[src/lfazc_map.vh]
// Notes on behaviour
// - Trim registers writable only while edit enabled
// - Sequencer low bits select auto-zero sequence
// - Sequencer bit 2 shifts sensitivity minus four
// - Sequencer register loads 0x01 on resets
// - Release delay: none, half, one-and-half periods
// - De-Q status read-only, follows front end, not cleared by soft reset
// - Trigger after edge count, optionally randomised
// - Data-level codes also need data low/high
// - Trigger register loads 0x01 on resets, except De-Q status on soft reset
// - On-behaviour bit: end on time or sniff
// - Carrier check: long or short packet method
`ifndef LFAZC_MAP_VH
`define LFAZC_MAP_VH

// Register indices; byte address is four times the index
`define LFAZC_IDX_SEQ_CTRL     6'h28
`define LFAZC_IDX_TRIG_CTRL    6'h29
`define LFAZC_IDX_TRIM_FIRST   6'h30
`define LFAZC_IDX_TRIM_SECOND  6'h31

// Reset values
`define LFAZC_SEQ_CTRL_RST     8'h01
`define LFAZC_TRIG_CTRL_RST    8'h01
`define LFAZC_TRIM_RST         8'h00

// Sequencer control fields
`define LFAZC_SEQ_TEE_BIT      3
`define LFAZC_SEQ_SHIFT_BIT    2
`define LFAZC_SEQ_SEL_HI       1
`define LFAZC_SEQ_SEL_LO       0

// Trigger control fields
`define LFAZC_TRG_DLY_HI       7
`define LFAZC_TRG_DLY_LO       6
`define LFAZC_TRG_DQS_BIT      5
`define LFAZC_TRG_SEL_HI       4
`define LFAZC_TRG_SEL_LO       3
`define LFAZC_TRG_ONB_BIT      2
`define LFAZC_TRG_CHK_HI       1
`define LFAZC_TRG_CHK_LO       0

// Sequence codes
`define LFAZC_SEQ_NOMINAL      2'h0
`define LFAZC_SEQ_AMP_RECT     2'h1
`define LFAZC_SEQ_AMP_INPUT    2'h2
`define LFAZC_SEQ_ALL_SHORT    2'h3

// Release delay codes
`define LFAZC_DLY_HALF         2'h2
`define LFAZC_DLY_ONE_HALF     2'h3

// Half periods in the long release delay
`define LFAZC_DLY_LONG_MULT    3

// Trigger codes
`define LFAZC_TRG_COUNT        2'h0
`define LFAZC_TRG_RANDOM       2'h1
`define LFAZC_TRG_DATA_LOW     2'h2
`define LFAZC_TRG_DATA_HIGH    2'h3

// Sensitivity shift in trim steps
`define LFAZC_TRIM_SHIFT       8'h04

// Timing: system clock and receiver clock in kHz
`define LFAZC_SYS_CLK_KHZ      250000
`define LFAZC_RX_CLK_KHZ       125
`define LFAZC_HALF_RX_CYCLES   (`LFAZC_SYS_CLK_KHZ / (2 * `LFAZC_RX_CLK_KHZ))

// Random generator seed, any nonzero value
`define LFAZC_LFSR_SEED        8'hA5

`endif

[src/lfazc_control.v]
// Register access over APB was decided locally.
`include "lfazc_map.vh"

module lfazc_control #(
	parameter ADDR_W      = 8,
	parameter HALF_CYCLES = `LFAZC_HALF_RX_CYCLES
) (
	// Clock and reset
	input  wire              sys_clk,
	input  wire              reset_n,
	// APB slave
	input  wire              psel,
	input  wire              penable,
	input  wire              pwrite,
	input  wire [ADDR_W-1:0] paddr,
	input  wire [31:0]       pwdata,
	output reg  [31:0]       prdata,
	output wire              pready,
	output wire              pslverr,
	// Receiver control, same clock
	input  wire              lf_soft_reset,
	input  wire              data_receive_mode,
	input  wire [2:0]        zeroing_edge_count,
	input  wire              rx_error,
	input  wire              on_time_remaining,
	// Asynchronous inputs from the front end
	input  wire              zeroing_enable_input,
	input  wire              demod_data_input,
	input  wire              dequalify_active_input,
	// Trim and sequencer outputs
	output wire              trim_edit_enable,
	output wire [7:0]        sensitivity_trim_first,
	output wire [7:0]        sensitivity_trim_second,
	output reg  [7:0]        trim_effective_q,
	output reg               seq_nominal_q,
	output reg               seq_release_rect_q,
	output reg               seq_release_amp_q,
	output reg               seq_all_short_q,
	// Auto-zero and error handling outputs
	output wire              auto_zero_control,
	output wire              zeroing_start,
	output wire              on_error_behaviour,
	output reg               end_on_time_q,
	output reg               return_to_sniff_q,
	output wire              carrier_check_short
);

	// Register state
	reg  [7:0] seq_ctrl_q;
	reg  [7:0] trig_ctrl_q;
	reg  [7:0] trim_first_q;
	reg  [7:0] trim_second_q;
	reg        dqs_q;
	reg        err_q;

	// Synchronisers, two flops each
	reg  [2:0] sync1_q;
	reg  [2:0] sync2_q;

	wire       az_enable_s;
	wire       data_s;
	wire       dqs_s;
	wire       setup;
	wire       wr_access;
	wire [7:0] wbyte;
	wire [7:0] trig_read;
	wire [7:0] seq_read;

	// Address decode; used for read, error and write
	function [2:0] decode;
		input [ADDR_W-1:0] addr;
		begin
			if (addr[1:0] != 2'h0)
				decode = 3'h0;
			else if (addr[ADDR_W-1:2] == `LFAZC_IDX_SEQ_CTRL)
				decode = 3'h1;
			else if (addr[ADDR_W-1:2] == `LFAZC_IDX_TRIG_CTRL)
				decode = 3'h2;
			else if (addr[ADDR_W-1:2] == `LFAZC_IDX_TRIM_FIRST)
				decode = 3'h3;
			else if (addr[ADDR_W-1:2] == `LFAZC_IDX_TRIM_SECOND)
				decode = 3'h4;
			else
				decode = 3'h0;
		end
	endfunction

	// Front-end levels cross in through two flops before any use
	always @(posedge sys_clk or negedge reset_n) begin
		if (!reset_n) begin
			sync1_q <= 3'h0;
			sync2_q <= 3'h0;
		end else begin
			sync1_q <= {dequalify_active_input, demod_data_input, zeroing_enable_input};
			sync2_q <= sync1_q;
		end
	end

	assign az_enable_s = sync2_q[0];
	assign data_s      = sync2_q[1];
	assign dqs_s       = sync2_q[2];

	// APB: zero wait states, so every access ends in its first access cycle
	assign pready    = 1'b1;
	assign setup     = psel & ~penable;
	assign wr_access = psel & penable & pwrite & pready & ~err_q;
	assign pslverr   = psel & penable & err_q;
	assign wbyte     = pwdata[7:0];

	// Read images; reserved bits read as zero
	assign seq_read  = {4'h0, seq_ctrl_q[3:0]};
	assign trig_read = {trig_ctrl_q[7:6], dqs_q, trig_ctrl_q[4:0]};

	// Read data and error captured in setup so they are stable in access
	always @(posedge sys_clk or negedge reset_n) begin
		if (!reset_n) begin
			prdata <= 32'h0;
			err_q  <= 1'b0;
		end else if (setup) begin
			err_q <= (decode(paddr) == 3'h0);
			case (decode(paddr))
				3'h1:    prdata <= {24'h0, seq_read};
				3'h2:    prdata <= {24'h0, trig_read};
				3'h3:    prdata <= {24'h0, trim_first_q};
				3'h4:    prdata <= {24'h0, trim_second_q};
				default: prdata <= 32'h0;
			endcase
		end
	end

	// Sequencer control; soft reset wins over a write in the same cycle
	always @(posedge sys_clk or negedge reset_n) begin
		if (!reset_n) begin
			seq_ctrl_q <= `LFAZC_SEQ_CTRL_RST;
		end else if (lf_soft_reset) begin
			seq_ctrl_q <= `LFAZC_SEQ_CTRL_RST;
		end else if (wr_access && decode(paddr) == 3'h1) begin
			seq_ctrl_q <= {4'h0, wbyte[3:0]};
		end
	end

	// Trigger control; status bit is held apart and never written
	always @(posedge sys_clk or negedge reset_n) begin
		if (!reset_n) begin
			trig_ctrl_q <= `LFAZC_TRIG_CTRL_RST;
		end else if (lf_soft_reset) begin
			trig_ctrl_q <= `LFAZC_TRIG_CTRL_RST;
		end else if (wr_access && decode(paddr) == 3'h2) begin
			trig_ctrl_q <= {wbyte[7:6], 1'b0, wbyte[4:0]};
		end
	end

	// De-Q status follows the front end; soft reset does not clear it
	always @(posedge sys_clk or negedge reset_n) begin
		if (!reset_n)
			dqs_q <= 1'b0;
		else
			dqs_q <= dqs_s;
	end

	// Trim registers; locked writes are dropped without an error
	always @(posedge sys_clk or negedge reset_n) begin
		if (!reset_n) begin
			trim_first_q  <= `LFAZC_TRIM_RST;
			trim_second_q <= `LFAZC_TRIM_RST;
		end else if (wr_access && seq_ctrl_q[`LFAZC_SEQ_TEE_BIT]) begin
			if (decode(paddr) == 3'h3)
				trim_first_q <= wbyte;
			if (decode(paddr) == 3'h4)
				trim_second_q <= wbyte;
		end
	end

	assign trim_edit_enable        = seq_ctrl_q[`LFAZC_SEQ_TEE_BIT];
	assign sensitivity_trim_first  = trim_first_q;
	assign sensitivity_trim_second = trim_second_q;

	// Sequence select, registered so outputs come from flops
	always @(posedge sys_clk or negedge reset_n) begin
		if (!reset_n) begin
			seq_nominal_q      <= 1'b0;
			seq_release_rect_q <= 1'b0;
			seq_release_amp_q  <= 1'b0;
			seq_all_short_q    <= 1'b0;
		end else begin
			seq_nominal_q      <= 1'b0;
			seq_release_rect_q <= 1'b0;
			seq_release_amp_q  <= 1'b0;
			seq_all_short_q    <= 1'b0;
			case (seq_ctrl_q[`LFAZC_SEQ_SEL_HI:`LFAZC_SEQ_SEL_LO])
				`LFAZC_SEQ_NOMINAL:   seq_nominal_q      <= 1'b1;
				`LFAZC_SEQ_AMP_RECT:  seq_release_rect_q <= 1'b1;
				`LFAZC_SEQ_AMP_INPUT: seq_release_amp_q  <= 1'b1;
				default:              seq_all_short_q    <= 1'b1;
			endcase
		end
	end

	// Effective trim; shift saturates at zero rather than wrapping
	always @(posedge sys_clk or negedge reset_n) begin
		if (!reset_n)
			trim_effective_q <= `LFAZC_TRIM_RST;
		else if (!seq_ctrl_q[`LFAZC_SEQ_SHIFT_BIT])
			trim_effective_q <= trim_first_q;
		else if (trim_first_q < `LFAZC_TRIM_SHIFT)
			trim_effective_q <= 8'h00;
		else
			trim_effective_q <= trim_first_q - `LFAZC_TRIM_SHIFT;
	end

	// Error handling per on-behaviour bit, follows rx_error one cycle later
	always @(posedge sys_clk or negedge reset_n) begin
		if (!reset_n) begin
			end_on_time_q     <= 1'b0;
			return_to_sniff_q <= 1'b0;
		end else begin
			return_to_sniff_q <= rx_error & on_error_behaviour & on_time_remaining;
			end_on_time_q     <= rx_error & ~(on_error_behaviour & on_time_remaining);
		end
	end

	assign on_error_behaviour  = trig_ctrl_q[`LFAZC_TRG_ONB_BIT];
	// Codes 01 and 10 use the short packet method
	assign carrier_check_short = trig_ctrl_q[`LFAZC_TRG_CHK_HI] ^ trig_ctrl_q[`LFAZC_TRG_CHK_LO];

	// Auto-zero release delay
	lfazc_release_delay #(
		.HALF_CYCLES  (HALF_CYCLES),
		.CNT_W        (12)
	) u_release (
		.sys_clk      (sys_clk),
		.reset_n      (reset_n),
		.az_enable    (az_enable_s),
		.delay_select (trig_ctrl_q[`LFAZC_TRG_DLY_HI:`LFAZC_TRG_DLY_LO]),
		.az_control_q (auto_zero_control)
	);

	// Auto-zero triggering in data receive mode
	lfazc_trigger u_trigger (
		.sys_clk         (sys_clk),
		.reset_n         (reset_n),
		.receive_mode    (data_receive_mode),
		.trigger_select  (trig_ctrl_q[`LFAZC_TRG_SEL_HI:`LFAZC_TRG_SEL_LO]),
		.edge_count      (zeroing_edge_count),
		.data_level      (data_s),
		.zeroing_start_q (zeroing_start)
	);

endmodule // lfazc_control

[src/lfazc_release_delay.v]
`include "lfazc_map.vh"

module lfazc_release_delay #(
	parameter HALF_CYCLES = `LFAZC_HALF_RX_CYCLES,
	parameter CNT_W       = 12
) (
	// Clock and reset
	input  wire             sys_clk,
	input  wire             reset_n,
	// Control
	input  wire             az_enable,
	input  wire [1:0]       delay_select,
	// Result
	output reg              az_control_q
);

	reg  [CNT_W-1:0] cnt_q;
	reg              en_prev_q;
	reg  [CNT_W-1:0] load;

	// Long delay worked out at full width, then cut to the counter on purpose
	localparam integer LONG_LOAD = `LFAZC_DLY_LONG_MULT * HALF_CYCLES;

	// Delay length for the selected code
	always @* begin
		case (delay_select)
			`LFAZC_DLY_HALF:     load = HALF_CYCLES[CNT_W-1:0];
			`LFAZC_DLY_ONE_HALF: load = LONG_LOAD[CNT_W-1:0];
			default:             load = {CNT_W{1'b0}};
		endcase
	end

	// Rising edge passes at once; falling edge waits out the delay
	always @(posedge sys_clk or negedge reset_n) begin
		if (!reset_n) begin
			cnt_q        <= {CNT_W{1'b0}};
			en_prev_q    <= 1'b0;
			az_control_q <= 1'b0;
		end else begin
			en_prev_q <= az_enable;
			if (az_enable) begin
				az_control_q <= 1'b1;
				cnt_q        <= {CNT_W{1'b0}};
			end else if (en_prev_q) begin
				cnt_q        <= load;
				az_control_q <= (load != {CNT_W{1'b0}});
			end else if (cnt_q != {CNT_W{1'b0}}) begin
				cnt_q <= cnt_q - {{(CNT_W-1){1'b0}}, 1'b1};
				if (cnt_q == {{(CNT_W-1){1'b0}}, 1'b1})
					az_control_q <= 1'b0;
			end
		end
	end

endmodule // lfazc_release_delay

[src/lfazc_trigger.v]
`include "lfazc_map.vh"

module lfazc_trigger (
	// Clock and reset
	input  wire       sys_clk,
	input  wire       reset_n,
	// Control
	input  wire       receive_mode,
	input  wire [1:0] trigger_select,
	input  wire [2:0] edge_count,
	input  wire       data_level,
	// Result
	output reg        zeroing_start_q
);

	reg  [3:0] cnt_q;
	reg  [3:0] target_q;
	reg  [7:0] lfsr_q;
	reg        data_prev_q;
	wire       data_edge;
	wire       reached;
	reg        level_ok;

	// Target count, with a random -1, 0 or +1 in random mode
	function [3:0] next_target;
		input [1:0] sel;
		input [2:0] base;
		input [1:0] rnd;
		begin
			next_target = {1'b0, base};
			if (sel == `LFAZC_TRG_RANDOM) begin
				if (rnd == 2'h0 && base != 3'h0)
					next_target = {1'b0, base} - 4'h1;
				else if (rnd == 2'h2)
					next_target = {1'b0, base} + 4'h1;
			end
		end
	endfunction

	assign data_edge = data_level ^ data_prev_q;
	assign reached   = (cnt_q >= target_q);

	// Data level qualifier
	always @* begin
		case (trigger_select)
			`LFAZC_TRG_DATA_LOW:  level_ok = ~data_level;
			`LFAZC_TRG_DATA_HIGH: level_ok = data_level;
			default:              level_ok = 1'b1;
		endcase
	end

	// Edge counter; restarts after each start and outside receive mode
	always @(posedge sys_clk or negedge reset_n) begin
		if (!reset_n) begin
			cnt_q           <= 4'h0;
			target_q        <= 4'h0;
			lfsr_q          <= `LFAZC_LFSR_SEED;
			data_prev_q     <= 1'b0;
			zeroing_start_q <= 1'b0;
		end else begin
			lfsr_q      <= {lfsr_q[6:0], lfsr_q[7] ^ lfsr_q[5] ^ lfsr_q[4] ^ lfsr_q[3]};
			data_prev_q <= data_level;
			if (!receive_mode) begin
				cnt_q           <= 4'h0;
				target_q        <= next_target(trigger_select, edge_count, lfsr_q[1:0]);
				zeroing_start_q <= 1'b0;
			end else if (reached && level_ok) begin
				cnt_q           <= 4'h0;
				target_q        <= next_target(trigger_select, edge_count, lfsr_q[1:0]);
				zeroing_start_q <= 1'b1;
			end else begin
				zeroing_start_q <= 1'b0;
				if (data_edge && !reached)
					cnt_q <= cnt_q + 4'h1;
			end
		end
	end

endmodule // lfazc_trigger

[config.mk]
export PLATFORM = sky130hd
export DESIGN_NAME = lfazc_control
export DESIGN_NICKNAME = d
export VERILOG_FILES = /design/src/lfazc_control.v /design/src/lfazc_release_delay.v /design/src/lfazc_trigger.v
export VERILOG_INCLUDE_DIRS = /design/src
export SDC_FILE = /design/constraint.sdc
export NUM_CORES = 1
export LEC_CHECK = 0
export BUFFER_PORTS_ARGS = -buffer_cell sky130_fd_sc_hd__buf_4
export CAP_MARGIN = 30
export CORE_MARGIN = 2
export CORE_UTILIZATION = 56
export CTS_CLUSTER_DIAMETER = 50
export CTS_CLUSTER_SIZE = 10
export DETAILED_ROUTE_END_ITERATION = 8
export PLACE_DENSITY = 0.85
export SYNTH_ARGS = -nofsm -noshare
export SYNTH_HDL_FRONTEND = slang
export SYNTH_SLANG_ARGS = --single-unit
export TNS_END_PERCENT = 20
[constraint.sdc]
create_clock -name sys_clk -period 4.7 [get_ports sys_clk]
set_input_delay 0.235 -clock sys_clk [delete_from_list [all_inputs] [get_ports sys_clk]]
set_output_delay 0.235 -clock sys_clk [all_outputs]
set_load 0.01 [all_outputs]
==> results of run 1 <==
[worst max-delay path, stage by stage (launching register included)]
cell     delay, ns
dfrtp_1       0.42
ha_1          0.29
o21ai_0       0.09
and3b_1       0.27
nor3_2        0.38
mux2_2        0.38
[power groups by stage]
| stage | registers, mW | logic [mW] | clock network, mW |
|---|---|---|---|
| detailed placement | 0.855 | 0.332 | 0 |
| global placement | 0.852 | 0.317 | 0 |
| finish | 0.840 | 0.339 | 0.558 |
| global route | 0.846 | 0.383 | 0.604 |
| CTS | 0.840 | 0.339 | 0.568 |
| floorplan | 0.849 | 0.252 | 0 |
[per-layer routing]
| metal | vias up | part of all wire [%] |
|---|---|---|
| met4 | 0 | 1.7 |
| li1 | 1522 | - |
| met3 | 15 | 5.9 |
| met1 | 1594 | 42 |
| met5 | - | 0 |
| met2 | 131 | 50 |
[kinds of logic (layout without fill, tap and decap cells)]
kind of cell             after synthesis  count (layout)  share of synthesized area, %
XOR/XNOR                              15              15                          3.01
AO/OA/AOI/OAI                         74              74                          11.6
other                                  2              25                         0.172
AND/OR/NAND/NOR                      122             122                          16.3
multiplexers                          32              32                          7.90
adder cells (fa/ha/maj)               12              12                          3.43
flip-flops                            89              89                          51.1
buffers and inverters                 49             112                          6.44
[layout make-up]
type	instances	area [µm²]
clock buffers	11	131
clock inverters	5	80.1
fillers	574	2440
inverters	17	63.8
multi-input cells	280	1940
flip-flops and latches	89	2230
well taps	102	128
repair buffers	79	623
[placed cells by master, fill, tap and decap left out, types with 7 or more instances in the layout]
cell type	Yosys	layout
a21oi_1	12	12
inv_1	17	17
ha_1	12	12
nor2b_1	14	14
nor2_1	26	26
mux2i_1	12	12
nand2_1	18	18
o21ai_0	14	14
clkbuf_8	0	9
xor2_1	7	7
xnor2_1	8	8
mux2_2	20	20
nand2b_1	8	8
buf_4	26	74
dfrtp_1	83	83
conb_1	2	25
a22oi_1	9	9
nor3_1	11	11
[sequential cells by signal, indices dropped and copies added, names as in the netlist, 3 cells and up]
register	cells
trig_ctrl_q	7
sensitivity_trim_first	8
u_trigger.lfsr_q	8
seq_ctrl_q	4
sync1_q	3
u_trigger.target_q	4
sensitivity_trim_second	8
sync2_q	3
trim_effective_q	8
u_trigger.cnt_q	4
u_release.cnt_q	12
prdata	8
[worst paths after layout]
path                                     from                    end  slack [ns]  cells after the start
max in group asynchronous             reset_n    u_trigger.lfsr_q[7]        3.61                      3
max reg2reg                u_trigger.cnt_q[2]  u_trigger.target_q[1]        2.75                      5
min                         on_time_remaining          end_on_time_q        0.07                      2
min in group asynchronous             reset_n             sync1_q[0]        0.41                      2
max                        u_trigger.cnt_q[2]  u_trigger.target_q[1]        2.75                      5
min reg2reg                        sync1_q[0]             sync2_q[0]        0.36                      0
[stage by stage]
step	cells	total power, mW	hold slack [ns]
final	583	1.74	0.0696
after detailed placement	563	1.19	0.218
after global placement	562	1.17	0.336
after global routing	583	1.83	0.0779
after CTS	583	1.75	0.0496
after floorplan	418	1.10	-0.0606
[timing repair]
item / 4_1_cts / 5_1_grt
endpoints found under the setup margin: 0 / 0
endpoints found under the hold margin: 35 / 0
hold buffers: 4 / 0
==> metrics.md, run 1 <==
| Metric | Value |
|---|---|
| Hold Path Class | in -> reg |
| Worst VDD drop | 0.169 mV |
| Num CTS Buffers | 9 |
| Yosys reg bits | 89 |
| # IOs | 124 |
| Final Util | 68.0% |
| Sw power | 0.485 mW |
| First-pass GRT wire length | 15400 µm |
| Post-route cell area | 5200 µm² |
| Worst EP required | 4.93 ns |
| Post-synth top cells | dfrtp_1, buf_4, nor2_1 |
| Post-CTS Setup Bufs | 0 |
| Clk pwr share | 32.1% |
| Final net count | 543 |
| Share of cells above drive strength 1 | 26.2% |
| Sequential-to-total area share from yosys stat | 51.1% |
| H-tree levels | 3 |
| Final hold violation count | 0 |
| Tmin final | 1.95 ns |
| Clk slew on worst S/H paths | 0.08 ns |
| Clk sinks | 89 |
| Core ar. | 7650 µm² |
| IO buf count | 74 |
| Final ANT Viol Nets | 0 |
| Number of global-route vias before repair | 3233 |
| Clock skew | 0.00600 ns |
| GRT overflow | 0 |
| Final setup TNS | 0 ns |
| Crit-path max FO | 6 |
| FFs w/ async S/R, synth | 100% |
| Synthesized area | 4370 µm² |
| Dpl hpwl | 6700 µm |
| CP Capture Type | flop |
| Post-cts resize count | 0 |
| Largest cells by area after synthesis | dfrtp_1, mux2_2, buf_4, dfstp_2, ha_1 |
| Die X | 92.4 µm |
| Share of Yosys cell area claimed by the top area cell type | 47.5% |
| Mapped Cells | 395 |
| Leakage | 2.55 nW |
| Area Overhead vs Synth | 19.0% |
| Yosys cell types | 60 |
| DRC errors left | 0 |
| Top-count cell post-synth | dfrtp_1 |
| Initial antenna violation count | 0 |
| Comb power frac | 19.5% |
| GPL Wtd Cong | 0.915 |
| Post-synth EDFFs | 0 |
| Detailed Route WL | 9260 µm |
| Internal power | 1.25 mW |
| Gr busiest metal | met2 |
| Iteration-0 DRC Markers | 240 |
| Worst slew pin tran | 0.768 ns |
| Final period utilization | 41.4% |
| Vias per cell | 5.60 |
| RSZ-0062 raised after global routing | false |
| Grt met2 use | 37.8% |
| Worst setup margin | 2.75 ns |
| Pwr per Cell Area | 334 nW/µm² |
| Cell taking the most area after synthesis | dfrtp_1 |
| Flop pwr share | 48.4% |
| Synth warn | 0 |
| Row count | 32 |
| Pre-CTS setup slack | 2.70 ns |
| Critical path class | reg -> reg |
| Slew HR | 48.3% |
| M3 GR Usage | 4.39% |
| Total Die Area | 8530 µm² |
| Slew Limit Fails | 0 |
| Top_reg_cell synth | dfrtp_1 |
| CP Launch Type | flop |
| Die Height | 92.4 µm |
| Met1 GRT Util | 30.0% |
| Root Driver | clkbuf_8 |
| Starting density of the core | 57.2% |
| 1st-pass router iterations | 4 |
| Largest net degree at the start of global routing | 56 |
| Max Buffers Root-to-Sink | 2 |
| Max Cap Viol | 0 |
| DP Area | 4950 µm² |
| Switching Share | 27.9% |
| Status | finished clean |
| Fmax | 513 MHz |
| Total track usage | 22.8% |
| Data arrival, critical path | 2.18 ns |
| Ant diodes | 0 |
| Syn avg cell area | 11.1 µm² |
| Skew-Pair Late Insertion Delay | 0.35 ns |
| Via count | 3262 |
| CTS tree | yes |
| Setup Viol. Count Final | 0 |
| Wire per inst | 15.9 µm |
(Power assumes the default switching activity.)
==> run 2: changes to the inputs <==
- CORE_UTILIZATION: 56 -> 47
- PLACE_DENSITY: 0.85 -> 0.76
- clock period: 4.7 -> 1.74 ns (I/O delays scaled with it)
==> run 2 against run 1 <==
The flow now finishes with violations (negative setup slack). Sequential power grew to 2.7 times the previous value. Combinational power increased to 3.8 times the previous value. First-iteration DRC count is 27% lower. Critical endpoint unchanged.
==> metrics.md, run 2 (synthesis results as in run 1) <==
| Metric | Value |
|---|---|
| DRC errors left | 0 (unchanged) |
| Total Die Area | 10100 µm² (was 8530 µm²) |
| Worst setup margin | -0.114 ns (was 2.75 ns) |
| Slew Limit Fails | 0 (unchanged) |
| CP delay by family, top | simple AND/OR/NAND/NOR gates (unchanged) |
| Buffers & Inverters on Critical Path | 0 (unchanged) |
| Worst VDD drop | 0.528 mV (was 0.169 mV) |
| H-tree levels | 3 (unchanged) |
| Status | finished, violations left (was finished clean) |
| Max reg flops | 12 (unchanged) |
| Largest net degree at the start of global routing | 38 (was 56) |
| CP Launch Type | flop (unchanged) |
| Max incr delay on CP | 0.54 ns (was 0.42 ns) |
| Clk sinks | 89 (unchanged) |
| FILL cells | 703 (was 574) |
| RSZ-0062 raised after global routing | true (was false) |
| Row count | 35 (was 32) |
| Final setup TNS | -0.616 ns (was 0 ns) |
| Worst r2r path cells | 5 (unchanged) |
| R2R Setup Slk | -0.11 ns (was 2.75 ns) |
| Via count | 3391 (was 3262) |
| Inst Count DP | 608 (was 563) |
| HP Start | pwdata[7] (was on_time_remaining) |
| CTS tree | yes (unchanged) |
| Starting density of the core | 47.8% (was 57.2%) |
| Hold Path Stages | 2 (unchanged) |
| Wire per inst | 15.2 µm (was 15.9 µm) |
| Most frequent cells in the layout | buf_4, dfrtp_1, nor2_1, conb_1 (was dfrtp_1, buf_4, nor2_1) |
| Detailed Route WL | 9760 µm (was 9260 µm) |
| Final period utilization | 107% (was 41.4%) |
| Area Overhead vs Synth | 29.6% (was 19.0%) |
| Max Cap Viol | 0 (unchanged) |
| Switching Share | 29.7% (was 27.9%) |
| Pwr per Cell Area | 877 nW/µm² (was 334 nW/µm²) |
| Crit-path slowest cell | or4b_4 (was dfrtp_1) |
| # IOs | 124 (unchanged) |
| Clock skew | 0.0117 ns (was 0.00600 ns) |
| GRT overflow | 0 (unchanged) |
| GPL Wtd Cong | 0.852 (was 0.915) |
| Core ar. | 9150 µm² (was 7650 µm²) |
| Largest reg by FF count | u_release.cnt_q (unchanged) |
| Initial antenna violation count | 0 (unchanged) |
| Sw power | 1.47 mW (was 0.485 mW) |
| Die X | 100 µm (was 92.4 µm) |
| Skew-Pair Late Insertion Delay | 0.35 ns (about the same) |
| Commonest non-fill, non-tap cell in the layout | buf_4 (was dfrtp_1) |
| Tmin final | 1.85 ns (was 1.95 ns) |
| Die Height | 100 µm (was 92.4 µm) |
| Max Buffers Root-to-Sink | 2 (unchanged) |
| Final net count | 594 (was 543) |
| Flop pwr share | 45.4% (was 48.4%) |
| CP Capture Type | flop (unchanged) |
| Pre-CTS setup slack | -0.0778 ns (was 2.70 ns) |
| Dpl hpwl | 7170 µm (was 6700 µm) |
| Final hold violation count | 0 (unchanged) |
| Fmax | 539 MHz (was 513 MHz) |
| IO buf count | 74 (unchanged) |
| Share of cells above drive strength 1 | 33.6% (was 26.2%) |
| First-pass GRT wire length | 15600 µm (was 15400 µm) |
| Number of global-route vias before repair | 3363 (was 3233) |
| Critical path class | reg -> reg (unchanged) |
| 1st-pass router iterations | 4 (unchanged) |
| Clk slew on worst S/H paths | 0.09 ns (was 0.08 ns) |
| Setup Viol. Count Final | 8 (was 0) |
| Internal power | 3.49 mW (was 1.25 mW) |
| Crit-path max FO | 4 (was 6) |
| Ant diodes | 0 (unchanged) |
| Clk pwr share | 28.9% (was 32.1%) |
| Worst hold endpoint | sensitivity_trim_first[7] (was end_on_time_q) |
| R2r startpoint | u_trigger.cnt_q[2] (unchanged) |
| Cell Count, Final, Fillers Out | 643 (was 583) |
| Failing checks | negative setup slack |
| Total track usage | 19.6% (was 22.8%) |
| Num CTS Buffers | 9 (unchanged) |
| Root Driver | clkbuf_8 (unchanged) |
| Worst EP required | 1.99 ns (was 4.93 ns) |
| Data arrival, critical path | 2.10 ns (was 2.18 ns) |
| Final ANT Viol Nets | 0 (unchanged) |
| Worst R2R End | u_trigger.target_q[1] (unchanged) |
| Hold Path Class | in -> reg (unchanged) |
| Comb power frac | 25.7% (was 19.5%) |
| Cell Chain, Critical Path | ha_2 > or4b_4 > a21oi_4 > nor3_4 > mux2_4 (was ha_1 > o21ai_0 > and3b_1 > nor3_2 > mux2_2) |
| Iteration-0 DRC Markers | 176 (was 240) |
| Sequential cell area | 2230 µm² (unchanged) |
| Vias per cell | 5.27 (was 5.60) |
| Area of the multi-input gates | 2000 µm² (was 1940 µm²) |
| Leakage | 2.81 nW (was 2.55 nW) |
-- run 2: layer usage --
| layer | vias to the layer above | GRT usage, % | wire length [µm] |
|---|---|---|---|
| met2 | 103 | 34.7 | 5100 |
| li1 | 1626 | - | - |
| met3 | 13 | 3.34 | 474 |
| met1 | 1649 | 24.6 | 4070 |
| met4 | 0 | 5.69 | 115 |
| met5 | - | 0 | 0 |
-- run 2: how the worst max path moves through the flow --
| stage | cells after the start | slack, ns | to | start |
|---|---|---|---|---|
| global placement | 5 | 0.005 | u_trigger.target_q[2] | u_trigger.cnt_q[2] |
| CTS | 7 | -0.04 | u_trigger.target_q[1] | u_trigger.target_q[2] |
| global route | 8 | -0.15 | u_trigger.target_q[3] | u_trigger.target_q[2] |
| finish | 5 | -0.11 | u_trigger.target_q[1] | u_trigger.cnt_q[2] |
| detailed placement | 5 | -0.08 | u_release.cnt_q[10] | u_release.cnt_q[0] |
| floorplan | 5 | -0.03 | u_trigger.target_q[0] | u_trigger.cnt_q[3] |
-- run 2: repair_timing --
item | in CTS | in global routing
buffers inserted | 1 | 3
hold buffers | 15 | 0
endpoints found under the hold margin | 58 | 0
setup endpoints to repair | 9 | 10
resized for setup | 6 | 8
pin swaps | 3 | 4
-- run 2: area by class of cell --
class | count | area share (%)
Sequential cell | 89 | 39.4
Multi-Input combinational cell | 280 | 35.3
Timing Repair Buffer | 130 | 18.1
Tap cell | 111 | 2.45
Clock buffer | 9 | 2.19
Clock inverter | 7 | 1.37
Inverter | 17 | 1.13
-- run 2: power groups by stage --
stage | logic, mW | clock network [mW] | registers, mW
6_report | 1.28 | 1.44 | 2.26
3_3_place_gp | 1.05 | 0 | 2.29
4_1_cts | 1.14 | 1.46 | 2.25
5_1_grt | 1.39 | 1.54 | 2.27
3_5_place_dp | 1.09 | 0 | 2.29
2_1_floorplan | 0.698 | 0 | 2.29
-- run 2: through the flow --
| stage | hold slack [ns] | power (mW) | area (µm²) | util (%) |
|---|---|---|---|---|
| detailed placement | 0.0856 | 3.38 | 5240 | 57.2 |
| global route | 0.0119 | 5.20 | 5670 | 61.9 |
| floorplan | -0.209 | 2.99 | 4470 | - |
| CTS | 0.00341 | 4.85 | 5610 | 61.3 |
| finish | 0.00961 | 4.97 | 5670 | 61.9 |
| global placement | 0.0818 | 3.33 | 5240 | 57.2 |
